===== src/ssoh_defines.vh =====
// constants for the sub-stm-1 multiplex section overhead block
`ifndef SSOH_DEFINES_VH
`define SSOH_DEFINES_VH
// frame geometry, 9 rows of 90 bytes
`define SSOH_LAST_ROW   4'h8
`define SSOH_LAST_COL   7'h59
`define SSOH_SOH_COLS   7'h03
`define SSOH_RS_ROWS    4'h3
// byte position codes inside the section overhead
`define SSOH_POS_NONE   4'h0
`define SSOH_POS_A1     4'h1
`define SSOH_POS_A2     4'h2
`define SSOH_POS_J0     4'h3
`define SSOH_POS_RSOH   4'h4
`define SSOH_POS_B2     4'h5
`define SSOH_POS_K1     4'h6
`define SSOH_POS_K2     4'h7
`define SSOH_POS_S1     4'h8
`define SSOH_POS_M1     4'h9
`define SSOH_POS_E2     4'hA
// overhead byte values
`define SSOH_A1_WORD    8'hF6
`define SSOH_A2_WORD    8'h28
`define SSOH_S1_QL      4'h0
`define SSOH_RDI_CODE   3'h6
`define SSOH_AIS_CODE   3'h7
`define SSOH_REI_MAX    7'h08
// persistence filter length in frames
`define SSOH_PERSIST    3'h5
// one-second counter width, 8000 frames per second fit
`define SSOH_CW         13
// transmit buffer
`define SSOH_BUF_W      9
`endif


===== src/ssoh_top.v =====
// sub-stm-1 multiplex section overhead insert, check and one-second counts
// What this block does
// - transmit s1 bits 5 to 8 as 0000, quality unknown.
// - transmit m1 bits 2 to 8 as received b2 error count 0 to 8.
// - decode received m1 bits 2 to 8; codes above eight mean zero.
// - unidirectional mode sends m1 as all zeros.
// - e2 sent as given; received e2 ignored.
// - receive b2 check: frame parity against next frame's b2 byte.
// - received k1 and k2 bits 1 to 5 ignored.
// - remote defect set after five frames of k2 pattern 110.
// - remote defect cleared after five frames of other k2 patterns.
// - alarm indication set after five frames of k2 pattern 111.
// - alarm indication cleared after five frames differing from 111.
// - remote defect reported only while monitored.
// - unidirectional: no remote defect, m1 ignored, near-end counts only.
// - received s1 bits 5 to 8 and d4 to d12 ignored.
// - per second count frames with any b2 violation.
// - per second count frames with nonzero decoded m1.
// - near defect second when alarm indication seen in the second.
// - far defect second when remote defect seen in the second.
// - while monitored, deliver four counts at each second's close.
// - transmit framing word a1 11110110 then a2 00101000.
// - transmit 16-byte trace, one byte per frame in j0.
// - transmit b2 is even parity of previous frame minus rows 1-3 soh.
// - defects declared and reported only in the monitored state.
`timescale 1ns/1ns
`include "ssoh_defines.vh"
module ssoh_top (
  // clock and reset
  input  wire                  i_clk,
  input  wire                  i_srst,
  // management controls
  input  wire                  i_monitored,
  input  wire                  i_unidir,
  input  wire                  i_sec_tick,
  input  wire [127:0]          i_trail_trace_identifier,
  // transmit stream from the frame data path
  input  wire                  i_tx_valid,
  output wire                  o_tx_ready,
  input  wire [7:0]            i_tx_data,
  input  wire                  i_tx_sof,
  // transmit stream toward scrambler
  output wire                  o_txo_valid,
  input  wire                  i_txo_ready,
  output wire [7:0]            o_txo_data,
  output wire                  o_txo_sof,
  // receive stream, aligned and descrambled
  input  wire                  i_rx_valid,
  input  wire [7:0]            i_rx_data,
  input  wire                  i_rx_sof,
  // defects toward the management function
  output wire                  o_remote_defect,
  output wire                  o_alarm_defect,
  // one-second report
  output reg                   o_pm_valid,
  output reg  [`SSOH_CW-1:0]   o_near_errored_block_count,
  output reg  [`SSOH_CW-1:0]   o_far_errored_block_count,
  output reg                   o_near_defect_second,
  output reg                   o_far_defect_second
);

  // overhead position of a byte from its row and column
  function [3:0] ssoh_pos;
    input [3:0] row;
    input [6:0] col;
    begin
      ssoh_pos = `SSOH_POS_NONE;
      if (col < `SSOH_SOH_COLS) begin
        if (row < `SSOH_RS_ROWS)
          ssoh_pos = `SSOH_POS_RSOH;
        if (row == 4'h0 && col == 7'h00)
          ssoh_pos = `SSOH_POS_A1;
        else if (row == 4'h0 && col == 7'h01)
          ssoh_pos = `SSOH_POS_A2;
        else if (row == 4'h0)
          ssoh_pos = `SSOH_POS_J0;
        else if (row == 4'h4 && col == 7'h00)
          ssoh_pos = `SSOH_POS_B2;
        else if (row == 4'h4 && col == 7'h01)
          ssoh_pos = `SSOH_POS_K1;
        else if (row == 4'h4)
          ssoh_pos = `SSOH_POS_K2;
        else if (row == 4'h8 && col == 7'h00)
          ssoh_pos = `SSOH_POS_S1;
        else if (row == 4'h8 && col == 7'h01)
          ssoh_pos = `SSOH_POS_M1;
        else if (row == 4'h8)
          ssoh_pos = `SSOH_POS_E2;
      end
    end
  endfunction

  // number of set bits in a parity difference
  function [6:0] ssoh_ones;
    input [7:0] v;
    integer k;
    begin
      ssoh_ones = 7'h00;
      for (k = 0; k < 8; k = k + 1)
        ssoh_ones = ssoh_ones + {6'h00, v[k]};
    end
  endfunction

  // ---------------- transmit side ----------------
  reg  [3:0] tx_row_reg;
  reg  [6:0] tx_col_reg;
  reg  [7:0] tx_par_reg;
  reg  [7:0] tx_b2_reg;
  reg  [3:0] tti_idx_reg;
  reg  [6:0] rem_cnt_reg;
  reg  [7:0] tx_byte;
  wire       buf_ready;
  wire       tx_take;
  wire [3:0] tx_row;
  wire [6:0] tx_col;
  wire [3:0] tx_pos;
  wire       tx_last;
  wire [6:0] tti_base;

  assign o_tx_ready = buf_ready;
  assign tx_take    = i_tx_valid & buf_ready;
  assign tx_row     = i_tx_sof ? 4'h0 : tx_row_reg;
  assign tx_col     = i_tx_sof ? 7'h00 : tx_col_reg;
  assign tx_pos     = ssoh_pos(tx_row, tx_col);
  assign tx_last    = (tx_row == `SSOH_LAST_ROW) &&
                      (tx_col == `SSOH_LAST_COL);
  assign tti_base   = {~tti_idx_reg, 3'h0}; // first trace byte from the top

  // overwrite the overhead bytes this block owns
  always @* begin
    tx_byte = i_tx_data;
    case (tx_pos)
      `SSOH_POS_A1: tx_byte = `SSOH_A1_WORD;
      `SSOH_POS_A2: tx_byte = `SSOH_A2_WORD;
      `SSOH_POS_J0: tx_byte = i_trail_trace_identifier[tti_base +: 8];
      `SSOH_POS_B2: tx_byte = tx_b2_reg;
      `SSOH_POS_S1: tx_byte = {i_tx_data[7:4], `SSOH_S1_QL};
      `SSOH_POS_M1: tx_byte = i_unidir ? 8'h00 :
                              {1'b0, rem_cnt_reg};
      `SSOH_POS_E2: tx_byte = i_tx_data;
      default:      tx_byte = i_tx_data;
    endcase
  end

  // position, trace index and outgoing parity
  always @(posedge i_clk) begin
    if (i_srst) begin
      tx_row_reg  <= 4'h0;
      tx_col_reg  <= 7'h00;
      tx_par_reg  <= 8'h00;
      tx_b2_reg   <= 8'h00;
      tti_idx_reg <= 4'h0;
    end else if (tx_take) begin
      if (tx_pos == `SSOH_POS_J0)
        tti_idx_reg <= tti_idx_reg + 4'h1;
      if (tx_last) begin
        tx_row_reg <= 4'h0;
        tx_col_reg <= 7'h00;
        tx_b2_reg  <= tx_par_reg ^ tx_byte;
        tx_par_reg <= 8'h00;
      end else begin
        if (tx_col == `SSOH_LAST_COL) begin
          tx_col_reg <= 7'h00;
          tx_row_reg <= tx_row + 4'h1;
        end else begin
          tx_col_reg <= tx_col + 7'h01;
          tx_row_reg <= tx_row;
        end
        // the section overhead bytes of rows 0 to 2 are left out of the sum
        if (tx_pos != `SSOH_POS_RSOH && tx_pos != `SSOH_POS_A1 &&
            tx_pos != `SSOH_POS_A2 && tx_pos != `SSOH_POS_J0)
          tx_par_reg <= tx_par_reg ^ tx_byte;
      end
    end
  end

  // outgoing words wait here when the scrambler stalls
  ssoh_buf2 u_tx_buf (
    .i_clk   (i_clk),
    .i_srst  (i_srst),
    .i_valid (i_tx_valid),
    .o_ready (buf_ready),
    .i_data  ({i_tx_sof, tx_byte}),
    .o_valid (o_txo_valid),
    .i_ready (i_txo_ready),
    .o_data  ({o_txo_sof, o_txo_data})
  );

  // ---------------- receive side ----------------
  reg  [3:0] rx_row_reg;
  reg  [6:0] rx_col_reg;
  reg  [7:0] rx_par_reg;
  reg  [7:0] rx_prev_reg;
  reg        rx_prev_ok_reg;
  reg        near_evt_reg;
  reg        far_evt_reg;
  wire [3:0] rx_row;
  wire [6:0] rx_col;
  wire [3:0] rx_pos;
  wire       rx_last;
  wire       rx_inpar;
  wire [6:0] b2_errs;
  wire [6:0] m1_code;
  wire       k2_frame;
  wire       rdi_raw;
  wire       ais_raw;

  assign rx_row   = i_rx_sof ? 4'h0 : rx_row_reg;
  assign rx_col   = i_rx_sof ? 7'h00 : rx_col_reg;
  assign rx_pos   = ssoh_pos(rx_row, rx_col);
  assign rx_last  = (rx_row == `SSOH_LAST_ROW) &&
                    (rx_col == `SSOH_LAST_COL);
  assign rx_inpar = (rx_pos != `SSOH_POS_RSOH) &&
                    (rx_pos != `SSOH_POS_A1) &&
                    (rx_pos != `SSOH_POS_A2) &&
                    (rx_pos != `SSOH_POS_J0);
  assign b2_errs  = ssoh_ones(i_rx_data ^ rx_prev_reg);
  assign m1_code  = i_rx_data[6:0];
  // besides b2 and m1, only k2 bits 6 to 8 are looked at; k1, s1, e2, d4-d12 are not
  assign k2_frame = i_rx_valid && (rx_pos == `SSOH_POS_K2);

  // receive position, parity and per-frame error events
  always @(posedge i_clk) begin
    if (i_srst) begin
      rx_row_reg     <= 4'h0;
      rx_col_reg     <= 7'h00;
      rx_par_reg     <= 8'h00;
      rx_prev_reg    <= 8'h00;
      rx_prev_ok_reg <= 1'b0;
      rem_cnt_reg    <= 7'h00;
      near_evt_reg   <= 1'b0;
      far_evt_reg    <= 1'b0;
    end else begin
      near_evt_reg <= 1'b0;
      far_evt_reg  <= 1'b0;
      if (i_rx_valid) begin
        if (rx_last) begin
          rx_row_reg     <= 4'h0;
          rx_col_reg     <= 7'h00;
          rx_prev_reg    <= rx_par_reg ^ i_rx_data;
          rx_prev_ok_reg <= 1'b1;
          rx_par_reg     <= 8'h00;
        end else begin
          if (rx_col == `SSOH_LAST_COL) begin
            rx_col_reg <= 7'h00;
            rx_row_reg <= rx_row + 4'h1;
          end else begin
            rx_col_reg <= rx_col + 7'h01;
            rx_row_reg <= rx_row;
          end
          if (rx_inpar)
            rx_par_reg <= rx_par_reg ^ i_rx_data;
        end
        // first frame after reset has nothing to compare against
        if (rx_pos == `SSOH_POS_B2 && rx_prev_ok_reg) begin
          rem_cnt_reg  <= b2_errs;
          near_evt_reg <= (b2_errs != 7'h00);
        end
        // far-end count ignored entirely in unidirectional mode
        if (rx_pos == `SSOH_POS_M1 && !i_unidir)
          far_evt_reg <= (m1_code != 7'h00) &&
                         (m1_code <= `SSOH_REI_MAX);
      end
    end
  end

  // ---------------- defect filters ----------------
  // filters held clear while unmonitored so nothing is declared
  wire rdi_clr;
  wire ais_clr;

  assign rdi_clr = ~i_monitored | i_unidir;
  assign ais_clr = ~i_monitored;

  ssoh_persist u_rdi (
    .i_clk    (i_clk),
    .i_srst   (i_srst),
    .i_clr    (rdi_clr),
    .i_frame  (k2_frame),
    .i_match  (i_rx_data[2:0] == `SSOH_RDI_CODE),
    .o_defect (rdi_raw)
  );

  ssoh_persist u_ais (
    .i_clk    (i_clk),
    .i_srst   (i_srst),
    .i_clr    (ais_clr),
    .i_frame  (k2_frame),
    .i_match  (i_rx_data[2:0] == `SSOH_AIS_CODE),
    .o_defect (ais_raw)
  );

  assign o_remote_defect = rdi_raw & i_monitored;
  assign o_alarm_defect  = ais_raw & i_monitored;

  // ---------------- one-second counters ----------------
  reg  [`SSOH_CW-1:0] near_cnt_reg;
  reg  [`SSOH_CW-1:0] far_cnt_reg;
  reg                 near_ds_reg;
  reg                 far_ds_reg;
  wire [`SSOH_CW-1:0] near_inc;
  wire [`SSOH_CW-1:0] far_inc;

  assign near_inc = {{(`SSOH_CW-1){1'b0}}, near_evt_reg};
  assign far_inc  = {{(`SSOH_CW-1){1'b0}}, far_evt_reg};

  // the event of the closing cycle is counted in the closing second
  always @(posedge i_clk) begin
    if (i_srst) begin
      near_cnt_reg               <= {`SSOH_CW{1'b0}};
      far_cnt_reg                <= {`SSOH_CW{1'b0}};
      near_ds_reg                <= 1'b0;
      far_ds_reg                 <= 1'b0;
      o_pm_valid                 <= 1'b0;
      o_near_errored_block_count <= {`SSOH_CW{1'b0}};
      o_far_errored_block_count  <= {`SSOH_CW{1'b0}};
      o_near_defect_second       <= 1'b0;
      o_far_defect_second        <= 1'b0;
    end else if (i_sec_tick) begin
      near_cnt_reg <= {`SSOH_CW{1'b0}};
      far_cnt_reg  <= {`SSOH_CW{1'b0}};
      near_ds_reg  <= ais_raw; // a standing defect marks the new second
      far_ds_reg   <= rdi_raw;
      o_pm_valid   <= i_monitored;
      if (i_monitored) begin
        o_near_errored_block_count <= near_cnt_reg + near_inc;
        o_far_errored_block_count  <= far_cnt_reg + far_inc;
        o_near_defect_second       <= near_ds_reg | ais_raw;
        o_far_defect_second        <= far_ds_reg | rdi_raw;
      end
    end else begin
      o_pm_valid   <= 1'b0;
      near_cnt_reg <= near_cnt_reg + near_inc;
      far_cnt_reg  <= far_cnt_reg + far_inc;
      near_ds_reg  <= near_ds_reg | ais_raw;
      far_ds_reg   <= far_ds_reg | rdi_raw;
    end
  end
endmodule // ssoh_top


===== src/ssoh_persist.v =====
// five-frame persistence filter for a k2 defect pattern
`timescale 1ns/1ns
`include "ssoh_defines.vh"
module ssoh_persist (
  // clock and reset
  input  wire i_clk,
  input  wire i_srst,
  // control and frame samples
  input  wire i_clr,
  input  wire i_frame,
  input  wire i_match,
  // filtered defect
  output reg  o_defect
);
  reg [2:0] cnt_reg;

  // count frames that disagree with the present state, flip at five
  always @(posedge i_clk) begin
    if (i_srst || i_clr) begin
      cnt_reg  <= 3'h0;
      o_defect <= 1'b0;
    end else if (i_frame) begin
      if (i_match != o_defect) begin
        if (cnt_reg == `SSOH_PERSIST - 3'h1) begin
          o_defect <= ~o_defect;
          cnt_reg  <= 3'h0;
        end else begin
          cnt_reg <= cnt_reg + 3'h1;
        end
      end else begin
        cnt_reg <= 3'h0; // a break in the run starts it again
      end
    end
  end
endmodule // ssoh_persist


===== src/ssoh_buf2.v =====
// two-entry buffer with valid and ready on both sides
`timescale 1ns/1ns
`include "ssoh_defines.vh"
module ssoh_buf2 (
  // clock and reset
  input  wire                   i_clk,
  input  wire                   i_srst,
  // fill side
  input  wire                   i_valid,
  output wire                   o_ready,
  input  wire [`SSOH_BUF_W-1:0] i_data,
  // drain side
  output wire                   o_valid,
  input  wire                   i_ready,
  output wire [`SSOH_BUF_W-1:0] o_data
);
  reg [`SSOH_BUF_W-1:0] mem_reg [0:1];
  reg                   wr_reg;
  reg                   rd_reg;
  reg [1:0]             cnt_reg;
  wire                  push;
  wire                  pop;

  // full and empty straight from the occupancy count
  assign o_ready = (cnt_reg != 2'h2);
  assign o_valid = (cnt_reg != 2'h0);
  assign o_data  = mem_reg[rd_reg];
  assign push    = i_valid & o_ready;
  assign pop     = o_valid & i_ready;

  // storage and pointers
  always @(posedge i_clk) begin
    if (i_srst) begin
      wr_reg     <= 1'b0;
      rd_reg     <= 1'b0;
      cnt_reg    <= 2'h0;
      mem_reg[0] <= {`SSOH_BUF_W{1'b0}};
      mem_reg[1] <= {`SSOH_BUF_W{1'b0}};
    end else begin
      if (push) begin
        mem_reg[wr_reg] <= i_data;
        wr_reg          <= ~wr_reg;
      end
      if (pop)
        rd_reg <= ~rd_reg;
      if (push && !pop)
        cnt_reg <= cnt_reg + 2'h1;
      else if (pop && !push)
        cnt_reg <= cnt_reg - 2'h1;
    end
  end
endmodule // ssoh_buf2


===== config.mk =====
export PLATFORM = sky130hd
export DESIGN_NAME = ssoh_top
export DESIGN_NICKNAME = d
export VERILOG_FILES = /design/src/ssoh_top.v /design/src/ssoh_persist.v /design/src/ssoh_buf2.v
export VERILOG_INCLUDE_DIRS = /design/src
export SDC_FILE = /design/constraint.sdc
export NUM_CORES = 1
export LEC_CHECK = 0
export BUFFER_PORTS_ARGS = -buffer_cell sky130_fd_sc_hd__buf_2
export CAP_MARGIN = 10
export CORE_MARGIN = 4
export CORE_UTILIZATION = 48
export CTS_BUF_LIST = sky130_fd_sc_hd__clkbuf_2
export DETAILED_ROUTE_END_ITERATION = 10
export PLACE_DENSITY_LB_ADDON = 0.25
export SLEW_MARGIN = 30
export SYNTH_ARGS = -nofsm -noshare
export SYNTH_HDL_FRONTEND = slang
export SYNTH_SLANG_ARGS = --single-unit

===== constraint.sdc =====
create_clock -name i_clk -period 5.2 [get_ports i_clk]
set_input_delay 0.52 -clock i_clk [delete_from_list [all_inputs] [get_ports i_clk]]
set_output_delay 0.52 -clock i_clk [all_outputs]
set_load 0.1 [all_outputs]

# After elaboration in Yosys (flattened, before gate mapping)
# Memory sizes are Yosys's and may differ from the RTL's. A register that Yosys moved wholly into a read port is not among the register bits.
# Cells that the tools add are included.
# W data, S select, Z words.
[totals]
reg_bits = 137
ramBits = 18
in_bits = 154
word_cells = 219
memories = 1
[memory_table]
columns = ["memory", "depth", "word_bits", "read_ports", "rd_ports_with_merged_regs", "write_ports", "line_no", "text"]
rows = [
  ["u_tx_buf.mem_reg", 2, 9, 1, 1, 2, "ssoh_buf2.v:17", "reg [`SSOH_BUF_W-1:0] mem_reg [0:1];"],
]
[classes]
addsub = 18
magnitude_cmp = 5
eq_ne = 32
shift = 1
mux = 58
bitwise_logic = 20
reduce_logical = 55
[op_table]
columns = ["operator", "n"]
rows = [
  ["$shiftx A128 B8 Y8", 1],
  ["$mux W4", 26],
  ["$mux W7", 7],
  ["$pmux W8 S6", 1],
  ["$mux W8", 4],
  ["$add A13 B1 Y13", 2],
  ["$logic_and A1 B1 Y1", 26],
  ["$xor A8 B8 Y8", 3],
  ["$eq A4 B3 Y1 const B", 5],
  ["$eq A4 B4 Y1 const B", 5],
  ["$mux W3", 6],
  ["$ne A4 B2 Y1 const B", 4],
  ["$add A7 B1 Y7 const B", 2],
  ["$eq A7 B1 Y1 const B", 2],
  ["$eq A7 B7 Y1 const B", 2],
  ["$logic_not A7 Y1", 2],
  ["$lt A7 B2 Y1 const B", 2],
  ["$reduce_and A2 Y1", 7],
  ["$reduce_bool A7 Y1", 2],
  ["$add A4 B1 Y4 const B", 3],
  ["$eq A3 B3 Y1 const B", 4],
  ["$mux W1", 11],
  ["$mux W9", 1],
  ["$not A1 Y1", 9],
  ["30 further kinds", 52],
]

# Logic depth before layout (Yosys ltp)
[logic_depth]
ltp_word = 19
depth_mapped = 12
depth_no_buf = 11

# Modules after synthesis
# Synthesis repeated with hierarchy kept, for this count alone.
[hier_totals]
cells_unflattened = 990
hier_area_um2 = 9027.4
[by_module_without_submodules]
columns = ["module", "n_inst", "cells_per_inst", "area_per_inst_um2", "seq_area_each_um2"]
rows = [
  ["ssoh_top", 1, 860, 7568.5, 2442.3],
  ["ssoh_buf2", 1, 82, 1028.5, 640.6],
  ["ssoh_persist", 2, 24, 215.2, 80.1],
]

# Least setup slack after synthesis
# No wires, ideal clock.
[synth_path]
kind = "input to register"
start = "input port i_rx_data[1]"
end = "register near_evt_reg"
arrival_ps = 3888
setup_slack_ps = 1196
path_stages = 12
cell_sequence = "clkbuf_1 -> xnor2_1 -> fa_1 -> fa_1 -> fa_1 -> inv_1 -> ha_1 -> inv_1 -> fa_1 -> xnor2_1 -> or4b_2 -> and3_1"
[synth_via]
elab_chain_cells = 9
[synth_rtl]
columns = ["item", "line_no", "text"]
rows = [
  ["start: declaration", "ssoh_top.v:49", "input wire [7:0] i_rx_data,"],
  ["$xor A8 B8 Y8", "ssoh_top.v:217", "assign b2_errs = ssoh_ones(i_rx_data ^ rx_prev_reg);"],
  ["$add A1 B1 Y2", "ssoh_top.v:100", "ssoh_ones = ssoh_ones + {6'h00, v[k]};"],
  ["$add A2 B1 Y3", "ssoh_top.v:100", ""],
  ["$add A3 B1 Y4", "ssoh_top.v:100", ""],
  ["$add A4 B1 Y5", "ssoh_top.v:100", ""],
  ["$add A5 B1 Y6", "ssoh_top.v:100", ""],
  ["$add A6 B1 Y7", "ssoh_top.v:100", ""],
  ["$add A7 B1 Y7", "ssoh_top.v:100", ""],
  ["$reduce_bool A7 Y1", "ssoh_top.v:257", "near_evt_reg <= (b2_errs != 7'h00);"],
  ["end signal: assignment", "ssoh_top.v:257", ""],
  ["end: declaration", "ssoh_top.v:195", "reg near_evt_reg;"],
]
# Every way passes these cells.
# A chain may end at the register's enable or synchronous reset.

# Worst setup path after layout
[layout_path]
start = "register rx_prev_reg[1]"
end = "register near_evt_reg"
[layout_via]
elab_chain_cells = 9
[layout_rtl]
columns = ["item", "line_no", "text"]
rows = [
  ["start: declaration", "ssoh_top.v:193", "reg [7:0] rx_prev_reg;"],
  ["start signal: assignment", "ssoh_top.v:240", "rx_prev_reg <= rx_par_reg ^ i_rx_data;"],
  ["$xor A8 B8 Y8", "ssoh_top.v:217", ""],
  ["$add A1 B1 Y2", "ssoh_top.v:100", ""],
  ["$add A2 B1 Y3", "ssoh_top.v:100", ""],
  ["$add A3 B1 Y4", "ssoh_top.v:100", ""],
  ["$add A4 B1 Y5", "ssoh_top.v:100", ""],
  ["$add A5 B1 Y6", "ssoh_top.v:100", ""],
  ["$add A6 B1 Y7", "ssoh_top.v:100", ""],
  ["$add A7 B1 Y7", "ssoh_top.v:100", ""],
  ["$reduce_bool A7 Y1", "ssoh_top.v:257", ""],
]
# Every way passes these cells.

==> flow_metrics.tcl <==
set metrics [dict create \
    track_usage_pct 22.2 \
    coreArea_um2 18000 \
    ff_latch_area_um2 3240 \
    n_fill_cell 1647 \
    timing.critical_path.mode_cell "fa_1" \
    die-width_um 144 \
    grt_pass1_vias 7335 \
    outcome "complete, no violations" \
    multi_input_area_um2 5200 \
    grt_pass1_wl_um 37000 \
    ant_nets 0 \
    grt-ovfl-total 0 \
    critical-path-slowest-cell "or4b_2" \
    seq_area_frac_synth_pct 36.7 \
    ios 196 \
    largest_reg_flops 18 \
    r2r_end "near_evt_reg$_SDFF_PP0_" \
    place_ws_ns 1.13 \
    slew_viol_final 0 \
    worst-path-buf-inv 2 \
    grt_setup_unrepaired "false" \
    htreeDepth 4 \
    path_delay_family "adder cells" \
    die_area_um2 20600 \
    cts_made_buffers 17 \
    crit_arrival_ns 4.37 \
    skew_ns 0.0497 \
    finalSetupTns_ns 0 \
    drive_above_1_share_pct 25.0 \
    reg2reg_slack_ns 1.49 \
    cts.sinks 153 \
    antenna_found_initial 0 \
    layout.cells.non_filler 1380 \
    ys_ff_latch 153 \
    drc 0 \
    async_reset_ff_share_pct 0 \
    synth_top_area_share_pct 30.6 \
    cap_violations 0 \
    layout.nets 1317 \
    areaGrowthSynthToFinish_pct 15.5 \
    min_path_type "input pin to register" \
    cp-end-kind "register" \
    post-route-min-period_ns 3.71 \
    crit_chain "xnor2_1 > fa_1 > fa_1 > fa_1 > inv_1 > ha_1 > inv_1 > fa_1 > xnor2_1 > or4b_2 > and3_1" \
    ctsLongestPathBuffers 2 \
    synth_area_leaders "dfxtp_1 (31%), edfxtp_1 (6.1%), mux4_2 (6.1%)" \
    die_h_um 144 \
    path_clk_slew_ns 0.24 \
    power.density_nw_per_um2 276 \
    routabilityCongestion 0.896 \
    ir_drop_v 0.000342 \
    start_util_pct 49.0 \
    synth_top_area_cell "dfxtp_1" \
    fmax_ghz 0.270 \
    synthCells 972 \
    vias_per_cell 5.74 \
    yosys_warnings 0 \
    reg2reg_from "rx_prev_reg[1]$_SDFFE_PP0P_" \
    post_synth_instance_area_um2 8830 \
    min_from "i_rx_data[0]" \
    hold_end "rx_par_reg[0]$_SDFFE_PP0P_" \
    ys.flop_type "dfxtp_1" \
    crit_required_ns 5.86 \
    max_slew_margin_pct 41.1 \
    reg2reg_depth 11 \
    cts-root-buf "clkbuf_2" \
    path_class "register to register" \
    hpwl_um 17000 \
    diodes 0 \
    setup_viol 0 \
    hold_viol_final 0 \
    cp_num_cells 11 \
    fin_ws_ns 1.49 \
    synth_edf_count 18 \
    postSynthAreaPerCell_um2 9.09 \
    worstHoldPathCells 3 \
    grt_max_degree 59 \
    ys_types 80 \
    dr.pass1.iters 5 \
    syn-num-nets 1151 \
    std_cell_rows 49 \
    placedCellCount 1344 \
    totalWireLength_um 22800 \
    hold-worst-slack_ns 0.0966 \
    worst_pin_slew_ns 0.877 \
    vias 7926 \
    wl_per_cell_um 16.5 \
    clock_latency_ns 0.75 \
    start_kind "register" \
    cts_tree "yes" \
    drt_iter0_drc 542 \
    cellLeakagePower_nw 4.07 \
    io_buffers 195 \
    finalPower_mw 2.81 \
    period_share_pct 71.4 \
    slowest_delay_ns 0.60 \
    path_max_fanout 2 \
]
-- timing repair --
item / in CTS / in global routing
hold endpoints to repair: 1 / 2
hold buffers: 1 / 2
buffers inserted: 0 / 0
resized for setup: 0 / 0
-- layout by cell type, fill, tap and decap left out, drive strengths merged, types with 5 or more instances in the layout --
cell	Yosys	routed
mux2i	34	34
o21ai	29	29
inv	36	46
mux2	11	11
clkinv	2	5
a31oi	5	5
a21boi	5	5
and2	12	12
nor3	27	27
o211ai	6	6
xor2	24	24
o22ai	5	5
nand2b	13	13
xnor2	28	28
nand3b	6	6
buf	18	203
nand3	41	41
o221ai	9	9
a2111oi	6	6
and3	12	12
mux4	24	24
clkbuf	41	17
edfxtp	18	18
or3	20	20
o311ai	9	9
o31ai	9	9
nor4	12	12
o41ai	9	9
a21oi	34	34
nor2	124	124
nand4	7	7
ha	21	21
a22oi	9	9
nand2	56	56
a211oi	37	37
nor2b	8	8
dfxtp	135	135
-- per-layer routing --
layer	vias to the layer above	share of wire (%)	global-route usage, %
li1	3943	-	-
met1	3780	46	31.8
met2	185	48	34.9
met3	18	5.5	4.79
met4	0	0.83	4.06
met5	-	0	0
-- cell families after synthesis --
| group | count (synthesis) | share of synthesized area, % |
|---|---|---|
| adders and majority gates | 25 | 3.88 |
| buffers and inverters | 97 | 4.49 |
| DFF | 153 | 36.7 |
| muxes | 69 | 11.4 |
| AOI/OAI and AO/OA | 214 | 17.6 |
| and+or+nand+nor | 362 | 20.7 |
| xor gates and xnor gates | 52 | 5.16 |
-- power breakdown --
part	switching, mW	internal [mW]	total (mW)
registers	0.0446	1.26	1.30
logic	0.573	0.242	0.815
clock network	0.496	0.204	0.700
total	1.11	1.70	2.81
-- worst min-delay path: stages --
cell and delay, ns:
buf_2 0.15, inv_1 0.06, o41ai_1 0.07
-- worst max path at each step --
| stage | end | slack (ns) | from |
|---|---|---|---|
| after floorplan | near_evt_reg$_SDFF_PP0_ | 1.20 | i_rx_data[1] |
| after global placement | near_evt_reg$_SDFF_PP0_ | 1.15 | i_rx_data[0] |
| after detailed placement | near_evt_reg$_SDFF_PP0_ | 1.13 | i_rx_data[0] |
| after CTS | near_evt_reg$_SDFF_PP0_ | 1.48 | rx_prev_reg[1]$_SDFFE_PP0P_ |
| after global routing | near_evt_reg$_SDFF_PP0_ | 1.34 | rx_prev_reg[1]$_SDFFE_PP0P_ |
| final | near_evt_reg$_SDFF_PP0_ | 1.49 | rx_prev_reg[1]$_SDFFE_PP0P_ |
-- through the flow --
stage                     instance area [um2]  util (%)
after global routing                    10200      56.6
after global placement                   9900      54.9
after detailed placement                 9900      54.9
final                                   10200      56.6
after CTS                               10200      56.4
after floorplan                          8830         -
-- cell usage after synthesis, types with 5 or more instances --
cell      number
o21ai_0       28
o22ai_1        5
nand2b_1      13
o41ai_1        9
and3_1        12
a21oi_1       34
a21boi_0       5
or3_1         20
nand4_1        7
a211oi_1      37
nand2_1       56
nor2b_1        8
edfxtp_1      18
o211ai_1       6
ha_1          21
nor3_1        25
mux2i_1       34
a22oi_1        9
o221ai_1       9
o31ai_1        9
dfxtp_1      135
mux4_2        24
xnor2_1       28
mux2_2        11
clkbuf_1      41
buf_2         11
xor2_1        24
nand3_1       41
a31oi_1        5
nor4_1        10
nand3b_1       6
inv_1         36
nor2_1       124
and2_1        12
o311ai_0       9
-- final cells by class --
class / count / area share [%]
Multi-Input combinational cell: 722 / 51.0
Clock buffer: 17 / 0.834
Tap cell: 229 / 2.81
Inverter: 38 / 1.40
Clock inverter: 15 / 1.71
Sequential cell: 153 / 31.8
Timing Repair Buffer: 206 / 10.5
No activity file was read; power rests on OpenSTA's default activity.
